[config.mk]
export PLATFORM = sky130hd
export DESIGN_NAME = dbgts_top
export DESIGN_NICKNAME = d
export VERILOG_FILES = /design/src/inc/dbgts_pkg.sv /design/src/hw/dbgts_cmp.sv /design/src/hw/dbgts_top.sv
export SDC_FILE = /design/constraint.sdc
export NUM_CORES = 1
export LEC_CHECK = 0
export ABC_AREA = 1
export BUFFER_PORTS_ARGS = -buffer_cell sky130_fd_sc_hd__buf_2
export CELL_PAD_IN_SITES_DETAIL_PLACEMENT = 1
export CELL_PAD_IN_SITES_GLOBAL_PLACEMENT = 1
export CORE_UTILIZATION = 31
export DETAILED_ROUTE_END_ITERATION = 10
export PLACE_DENSITY_LB_ADDON = 0.2
export SYNTH_ARGS = -nofsm -noshare
export SYNTH_HDL_FRONTEND = slang
export SYNTH_SLANG_ARGS = --single-unit
export TNS_END_PERCENT = 10
[constraint.sdc]
create_clock -name pclk -period 2 [get_ports pclk]
set_clock_uncertainty 0.05 [all_clocks]
set_input_delay 0.2 -clock pclk [delete_from_list [all_inputs] [get_ports pclk]]
set_output_delay 0.2 -clock pclk [all_outputs]
set_load 0.03 [all_outputs]
[src/inc/dbgts_pkg.sv]
// Constants for the debug trigger and run-status block
// Function
// - Trigger config always readable; writes ignored while arm control bit is set.
// - Trigger config bits 4 and 5 always read zero.
// - Bit 7: 0 force triggers on access, 1 tag needs opcode executed.
// - Bit 6: 0 end trace circular fill, 1 trigger begins storage.
// - Event-only modes ignore bit 6 and always run as begin trace.
// - Modes 0000 to 0110: A, A or B, A then B, event B, A then event B, A and B, A not B.
// - 0111 inside range A..B, 1000 outside range, 1001-1111 never trigger.
// - Status bit 7 clears at run start, sets on comparator A match.
// - Status bit 6 clears at run start, sets on comparator B match.
// - While enabled, status bit 5 mirrors arm control bit.
// - Run ends on FIFO full in begin trace or trigger in end trace.
// - Writing 0 to arm or enable ends a run at once.
// - Valid count clears at run start, holds 0 to 8 words at run end.
// - Valid count never decrements on FIFO reads.
// - Status register is read-only; writes have no effect.
// - Writing arm sets arm and armed flag; run completion clears arm. Arm sets only if the same write leaves the module enabled.
// - Enable bit cannot be set while device is secure.
// - With breaks on: begin trace breaks on FIFO full, end trace on trigger.
package dbgts_pkg;
	// ==========================================================
	// Register offsets
	localparam logic [11:0] DBGTS_OFS_CTRL = 12'h000;
	localparam logic [11:0] DBGTS_OFS_TRIG = 12'h004;
	localparam logic [11:0] DBGTS_OFS_STAT = 12'h008;
	localparam logic [11:0] DBGTS_OFS_CMPA = 12'h00c;
	localparam logic [11:0] DBGTS_OFS_CMPB = 12'h010;
	// ==========================================================
	// Control fields
	localparam int DBGTS_C_EN = 7;
	localparam int DBGTS_C_ARM = 6;
	localparam int DBGTS_C_BRK = 4;
	localparam int DBGTS_C_RWA = 3;
	localparam int DBGTS_C_RWAEN = 2;
	localparam int DBGTS_C_RWB = 1;
	localparam int DBGTS_C_RWBEN = 0;
	// ==========================================================
	// Trigger and status fields
	localparam int DBGTS_T_TYPE = 7;
	localparam int DBGTS_T_BEGIN = 6;
	localparam logic [7:0] DBGTS_T_WMASK = 8'hcf;
	localparam int DBGTS_S_AF = 7;
	localparam int DBGTS_S_BF = 6;
	localparam int DBGTS_S_ARMED_FLAG = 5;
	localparam logic [7:0] DBGTS_RST8 = 8'h00;
	localparam logic [3:0] DBGTS_FIFO_DEPTH = 4'h8;
	// ==========================================================
	// Trigger modes
	localparam logic [3:0] DBGTS_M_A = 4'h0;
	localparam logic [3:0] DBGTS_M_AORB = 4'h1;
	localparam logic [3:0] DBGTS_M_ATHENB = 4'h2;
	localparam logic [3:0] DBGTS_M_EVB = 4'h3;
	localparam logic [3:0] DBGTS_M_AEVB = 4'h4;
	localparam logic [3:0] DBGTS_M_AANDB = 4'h5;
	localparam logic [3:0] DBGTS_M_ANOTB = 4'h6;
	localparam logic [3:0] DBGTS_M_IN = 4'h7;
	localparam logic [3:0] DBGTS_M_OUT = 4'h8;
endpackage : dbgts_pkg

[src/hw/dbgts_cmp.sv]
// Address comparator with optional direction qualifier
`timescale 1ns/1ps
`default_nettype none
module dbgts_cmp #(
	parameter int AW = 16
) (
	input wire logic [AW-1:0] addr,
	input wire logic rd,
	input wire logic [AW-1:0] value,
	input wire logic rw_en,
	input wire logic rw_val,
	output logic hit,
	output logic below,
	output logic above
);
	wire dir_ok = !rw_en || (rw_val == rd);
	assign hit = (addr == value) && dir_ok;
	assign below = addr < value;
	assign above = addr > value;
endmodule : dbgts_cmp
`default_nettype wire

[src/hw/dbgts_top.sv]
// Debug trigger selection and run status with APB register access
//
// Implementation choices: the address map and register access over APB.
`timescale 1ns/1ps
`default_nettype none
module dbgts_top #(
	parameter int AW = 16
) (
	input wire logic pclk,
	input wire logic presetn,
	input wire logic psel,
	input wire logic penable,
	input wire logic pwrite,
	input wire logic [11:0] paddr,
	input wire logic [31:0] pwdata,
	output logic [31:0] prdata,
	output logic pready,
	output logic pslverr,
	input wire logic secure,
	input wire logic bus_valid,
	input wire logic [AW-1:0] bus_addr,
	input wire logic bus_rd,
	input wire logic [7:0] bus_data,
	input wire logic opcode_exec,
	input wire logic fifo_full,
	input wire logic [3:0] fifo_level,
	output logic fifo_store,
	output logic [AW-1:0] fifo_word,
	output logic break_req
);
	import dbgts_pkg::*;
	// Store word needs room for a data byte; read mux needs a spare bit
	if (AW < 9 || AW > 31) begin : g_aw_check
		$error("dbgts_top: AW must lie between 9 and 31");
	end
	// ==========================================================
	// Registers
	logic [7:0] ctrl_r;
	logic [7:0] trig_r;
	logic af_r;
	logic bf_r;
	logic a_seen_r;
	logic capture_r;
	logic [3:0] count_r;
	logic [AW-1:0] cmpa_r;
	logic [AW-1:0] cmpb_r;
	logic [31:0] prdata_r;
	logic pready_r;
	logic pslverr_r;
	logic break_r;
	logic store_r;
	logic [AW-1:0] word_r;
	// ==========================================================
	// Bus decode
	wire access = psel && penable;
	wire wr = access && pwrite;
	wire hit_ctrl = paddr == DBGTS_OFS_CTRL;
	wire hit_trig = paddr == DBGTS_OFS_TRIG;
	wire hit_stat = paddr == DBGTS_OFS_STAT;
	wire hit_cmpa = paddr == DBGTS_OFS_CMPA;
	wire hit_cmpb = paddr == DBGTS_OFS_CMPB;
	wire mapped = hit_ctrl || hit_trig || hit_stat || hit_cmpa || hit_cmpb;
	wire wr_ctrl = wr && hit_ctrl;
	wire wr_trig = wr && hit_trig && !ctrl_r[DBGTS_C_ARM];
	wire armed = ctrl_r[DBGTS_C_ARM];
	wire enabled = ctrl_r[DBGTS_C_EN];
	// ==========================================================
	// Comparators
	logic a_hit;
	logic b_hit;
	logic a_below;
	logic b_above;
	dbgts_cmp #(
		.AW(AW)
	) u_cmpa (
		.addr(bus_addr),
		.rd(bus_rd),
		.value(cmpa_r),
		.rw_en(ctrl_r[DBGTS_C_RWAEN]),
		.rw_val(ctrl_r[DBGTS_C_RWA]),
		.hit(a_hit),
		.below(a_below),
		.above()
	);
	dbgts_cmp #(
		.AW(AW)
	) u_cmpb (
		.addr(bus_addr),
		.rd(bus_rd),
		.value(cmpb_r),
		.rw_en(ctrl_r[DBGTS_C_RWBEN]),
		.rw_val(ctrl_r[DBGTS_C_RWB]),
		.hit(b_hit),
		.below(),
		.above(b_above)
	);
	// Tag type waits for the opcode to execute; force fires on access
	wire qual = !trig_r[DBGTS_T_TYPE] || opcode_exec;
	wire run = armed && enabled && bus_valid;
	wire ma = run && a_hit && qual;
	wire mb = run && b_hit && qual;
	wire [3:0] mode = trig_r[3:0];
	wire event_only = (mode == DBGTS_M_EVB) || (mode == DBGTS_M_AEVB);
	wire begin_trace = trig_r[DBGTS_T_BEGIN] || event_only;
	wire in_range = !a_below && !b_above;
	// ==========================================================
	// Trigger decode
	logic trig_hit;
	always_comb begin
		case (mode)
			DBGTS_M_A: trig_hit = ma;
			DBGTS_M_AORB: trig_hit = ma || mb;
			DBGTS_M_ATHENB: trig_hit = a_seen_r && mb;
			DBGTS_M_EVB: trig_hit = mb;
			DBGTS_M_AEVB: trig_hit = a_seen_r && mb;
			DBGTS_M_AANDB: trig_hit = ma && mb;
			DBGTS_M_ANOTB: trig_hit = ma && !mb;
			DBGTS_M_IN: trig_hit = run && qual && in_range;
			DBGTS_M_OUT: trig_hit = run && qual && !in_range;
			default: trig_hit = 1'b0;
		endcase
	end
	// Run completion
	wire done = begin_trace ? (capture_r && fifo_full) : trig_hit;
	// A run starts only if the same write leaves the module enabled
	wire start = wr_ctrl && pwdata[DBGTS_C_ARM] && pwdata[DBGTS_C_EN] && !secure;
	// ==========================================================
	// Control register
	logic [7:0] ctrl_nxt;
	always_comb begin
		ctrl_nxt = ctrl_r;
		if (wr_ctrl) begin
			ctrl_nxt = pwdata[7:0];
			ctrl_nxt[DBGTS_C_EN] = pwdata[DBGTS_C_EN] && !secure;
		end
		if (!ctrl_nxt[DBGTS_C_EN]) ctrl_nxt[DBGTS_C_ARM] = 1'b0;
		if (done && !start) ctrl_nxt[DBGTS_C_ARM] = 1'b0;
	end
	always_ff @(posedge pclk or negedge presetn) begin
		if (!presetn) begin
			ctrl_r <= DBGTS_RST8;
			trig_r <= DBGTS_RST8;
			cmpa_r <= '0;
			cmpb_r <= '0;
		end else begin
			ctrl_r <= ctrl_nxt;
			if (wr_trig) trig_r <= pwdata[7:0] & DBGTS_T_WMASK;
			if (wr && hit_cmpa) cmpa_r <= pwdata[AW-1:0];
			if (wr && hit_cmpb) cmpb_r <= pwdata[AW-1:0];
		end
	end
	// ==========================================================
	// Run status
	always_ff @(posedge pclk or negedge presetn) begin
		if (!presetn) begin
			af_r <= 1'b0;
			bf_r <= 1'b0;
			a_seen_r <= 1'b0;
			capture_r <= 1'b0;
			count_r <= 4'h0;
		end else if (start) begin
			af_r <= 1'b0;
			bf_r <= 1'b0;
			a_seen_r <= 1'b0;
			capture_r <= 1'b0;
			count_r <= 4'h0;
		end else begin
			if (ma) af_r <= 1'b1;
			if (mb) bf_r <= 1'b1;
			if (ma) a_seen_r <= 1'b1;
			if (armed && begin_trace && trig_hit) capture_r <= 1'b1;
			// Latched once at run end, so later FIFO reads never lower it
			if (armed && !ctrl_nxt[DBGTS_C_ARM]) begin
				count_r <= (fifo_level > DBGTS_FIFO_DEPTH) ? DBGTS_FIFO_DEPTH : fifo_level;
			end
		end
	end
	// ==========================================================
	// FIFO store and break request
	wire store_now = run && (begin_trace ? (capture_r || trig_hit) : 1'b1);
	always_ff @(posedge pclk or negedge presetn) begin
		if (!presetn) begin
			store_r <= 1'b0;
			word_r <= '0;
			break_r <= 1'b0;
		end else begin
			// End trace keeps overwriting a full FIFO circularly
			store_r <= store_now && (!begin_trace || !fifo_full);
			word_r <= event_only ? {{(AW-8){1'b0}}, bus_data} : bus_addr;
			break_r <= ctrl_r[DBGTS_C_BRK] && armed && done;
		end
	end
	// ==========================================================
	// Read data and answer
	wire [7:0] stat_v = {af_r, bf_r, armed && enabled, 1'b0, count_r};
	wire [31:0] rd_v = hit_ctrl ? {24'h000000, ctrl_r} :
		hit_trig ? {24'h000000, trig_r & DBGTS_T_WMASK} :
		hit_stat ? {24'h000000, stat_v} :
		hit_cmpa ? {{(32-AW){1'b0}}, cmpa_r} :
		hit_cmpb ? {{(32-AW){1'b0}}, cmpb_r} : 32'h00000000;
	// Status has no write path at all; writes to it are dropped
	always_ff @(posedge pclk or negedge presetn) begin
		if (!presetn) begin
			prdata_r <= 32'h00000000;
			pready_r <= 1'b0;
			pslverr_r <= 1'b0;
		end else begin
			pready_r <= 1'b1;
			pslverr_r <= 1'b0;
			if (psel && !penable && !pwrite) prdata_r <= rd_v;
		end
	end
	assign prdata = prdata_r;
	assign pready = pready_r;
	assign pslverr = pslverr_r;
	assign fifo_store = store_r;
	assign fifo_word = word_r;
	assign break_req = break_r;
endmodule : dbgts_top
`default_nettype wire

==> flow_summary.json <==
{
  "status": "finished, violations left",
  "violations": "negative setup slack",
  "die_h_um": 130,
  "cp-start-kind": "register",
  "grt_setup_unrepaired": "true",
  "grt_use_met2": 0.319,
  "cts.sink_count": 88,
  "slew_headroom": 0.560,
  "finalCriticalPeriod_ns": 2.28,
  "via_per_inst": 4.53,
  "path_class": "register to register",
  "fin_crit_sh": 1.14,
  "layout_commonest_cell": "nand2_1",
  "cts.clk_slew.worst_paths_ns": 0.07,
  "yosys_register_bits": 88,
  "grt-busiest-layer": "met2",
  "fin_cells": 1035,
  "fin_area_um2": 7010,
  "p_per_area_nw_per_um2": 572,
  "hold_depth": 3,
  "cap_violations": 0,
  "cts_tree": "yes",
  "grt_pass1_wl_mm": 25.5,
  "synth_top_area_share": 0.432,
  "ys_seq_area_frac": 0.432,
  "r2r-start": "cmpb_r[11]$_DFFE_PN0P_",
  "vias": 4688,
  "worstRegToRegCells": 19,
  "worst_pin_slew_ns": 0.660,
  "setup_viol": 8,
  "antenna_cells": 0,
  "yosysWarnings": 0,
  "synthXorXnorAreaFrac": 0.00172,
  "gr-usage-met3": 0.0246,
  "initial_core_util": 0.320,
  "antenna_found_initial": 0,
  "area_growth_pct": 37.6,
  "dpl.cell_count": 990,
  "place.gp.congestion": 0.832,
  "peakVddDrop_mv": 0.386,
  "crit_arrival_ns": 2.48,
  "synth-main-ff-cell": "dfrtp_1",
  "slew_viol_final": 0,
  "fillCellCount": 1940,
  "netlist_area_um2": 5100,
  "drt_iter0_markers": 154,
  "hold_path_startpoint": "bus_data[3]",
  "port_buffers": 100,
  "finalWirelength_mm": 16.0,
  "final_cell_mix": "154 x nand2_1, 99 x buf_2, 88 x dfrtp_1",
  "p_leak_uw": 0.00355,
  "cts_buffers": 9,
  "yosys.area_share.adder": 0.0786,
  "synthCells": 637,
  "final_nets": 929,
  "root_buffer": "clkbuf_16",
  "die-area_um2": 17000,
  "r2r_slack_ns": -0.28,
  "ys_types": 41,
  "clockBufferDepth": 2,
  "total_power_uw": 4010,
  "end_kind": "register",
  "grt_pass1_vias": 4860,
  "wire_per_inst_um": 15.5,
  "ios": 134,
  "drive_gt1_frac": 0.360,
  "postRouteAntennaNets": 0,
  "core.rowCount": 46,
  "grt_overflow_total": 0,
  "ys_top_cells_by_area": "dfrtp_1 43%, nand2_1 12%, ha_1 7.9%, inv_1 7.4%, o21ai_0 4.4%",
  "min_to": "fifo_word[3]$_DFF_PN0_",
  "hold_violations": 0,
  "cp_max_fo": 6,
  "place_area_um2": 6140,
  "htreeDepth": 3,
  "grt_usage": 0.201,
  "synth_edf_count": 0,
  "clk_latency_ns": 0.35,
  "fin_ws_ns": -0.284,
  "place_ws_ns": -0.351,
  "min_path_type": "primary input to register",
  "yosys.area.top_type": "dfrtp_1",
  "synth_compound_area_frac": 0.118,
  "cp_data_required_time_ns": 2.19,
  "synth_top_family_by_area": "simple AND/OR/NAND/NOR gates",
  "route.detailed.drc": 0,
  "die_w_um": 130,
  "max_freq_mhz": 438,
  "core-area_um2": 15900,
  "grtUsageMet1": 0.282,
  "first_pass_iters": 4,
  "async_flop_share": 1.00,
  "grt_max_degree": 51,
  "synth-simple-area-share": 0.251,
  "synth_mux_area_frac": 0,
  "synth.avg_cell_area_um2": 8.00,
  "dp.final_hpwl_mm": 12.2,
  "r2r_end": "count_r[3]$_DFFE_PN0P_"
}
-- cell usage after synthesis, types with 2 or more instances --
cell type  instances
nand2_4            4
nand3_4            2
inv_1            101
nor2_2             3
nor2_1            30
nand4_1            5
inv_2              8
dfrtp_1           88
nand2_2           13
a21oi_1           24
nand3_2            3
nor3_1             2
nor3_2             3
o21ai_0           45
o21bai_1           2
nor2_4             7
ha_1              32
o21ai_1           19
nand3_1           21
nand2_1          163
buf_4             17
conb_1             2
clkbuf_1          12
o22ai_1           14
-- stage by stage --
step,util,hold slack [ns],TNS (ns)
3_3_place_gp,0.385,0.154,-1.61
6_report,0.440,0.00867,-1.62
4_1_cts,0.430,0.00298,-1.56
3_5_place_dp,0.385,0.163,-2.05
5_1_grt,0.440,0.0295,-2.90
2_1_floorplan,-,-0.146,0
-- cell families (layout without fill, tap and decap cells) --
family / Yosys count / count (layout)
AND/OR/NAND/NOR: 263 / 263
buffers and inverters: 140 / 306
AO/OA/AOI/OAI: 111 / 111
flip-flops: 88 / 88
adder cells (fa/ha/maj): 32 / 32
other: 2 / 18
XOR/XNOR: 1 / 1
-- registers in the layout, indices dropped and copies added (netlist names) --
name	count
trig_r	6
cmpb_r	16
ctrl_r	8
cmpa_r	16
capture_r	1
pready	1
prdata	16
break_req	1
a_seen_r	1
bf_r	1
fifo_word	16
fifo_store	1
count_r	4
-- what timing repair did --
item / 4_1_cts / 5_1_grt
endpoints found under the hold margin: 44 / 0
setup endpoints to repair: 8 / 15
buffers inserted: 14 / 9
pin swaps: 15 / 21
hold buffers: 7 / 0
gates resized for setup: 40 / 22
-- critical path, cell delays in order, from the launching register on --
cell	delay (ns)
dfrtp_1	0.36
inv_2	0.07
ha_4	0.28
nand2_4	0.05
nor2_4	0.13
nand3_4	0.10
nor2_4	0.14
nand2_2	0.09
nor2_4	0.09
nand3_1	0.09
nand2_1	0.08
nor2_1	0.05
nand2_2	0.09
nand2_2	0.06
nand2_2	0.07
nand2_2	0.06
nand2_4	0.10
nand2_4	0.08
nand3_2	0.07
nand2_2	0.05
-- worst max path at each step --
stage                      startpoint                     end  slack, ns  cells after the start
3_3_place_gp   cmpa_r[11]$_DFFE_PN0P_  count_r[2]$_DFFE_PN0P_      -0.29                     19
4_1_cts         cmpb_r[4]$_DFFE_PN0P_  count_r[2]$_DFFE_PN0P_      -0.27                     19
5_1_grt        cmpb_r[11]$_DFFE_PN0P_  count_r[0]$_DFFE_PN0P_      -0.44                     19
2_1_floorplan  cmpb_r[11]$_DFFE_PN0P_  count_r[0]$_DFFE_PN0P_      0.006                     19
6_report       cmpb_r[11]$_DFFE_PN0P_  count_r[3]$_DFFE_PN0P_      -0.28                     19
3_5_place_dp   cmpa_r[15]$_DFFE_PN0P_  count_r[2]$_DFFE_PN0P_      -0.35                     19
-- final cells by class --
cell class | count | area, um2 | area share
multi-input cells | 425 | 2670 | 0.381
flip-flops and latches | 88 | 2200 | 0.314
repair buffers | 182 | 1160 | 0.166
inverters | 109 | 409 | 0.0583
well taps | 216 | 270 | 0.0385
clock inverters | 2 | 38.8 | 0.00553
clock buffers | 13 | 260 | 0.0371
-- where the power goes --
group / internal [uW] / switching (uW) / leakage [uW]
clock network: 1030 / 708 / 0.000146
registers: 1800 / 5.09 / 0.00119
logic: 169 / 301 / 0.00221
-- metal layers --
metal,part of all wire,up-vias
li1,-,2343
met1,0.50,2228
met2,0.45,100
met3,0.040,17
met4,0.015,0
met5,0,-
No activity file was read; power rests on OpenSTA's default activity.
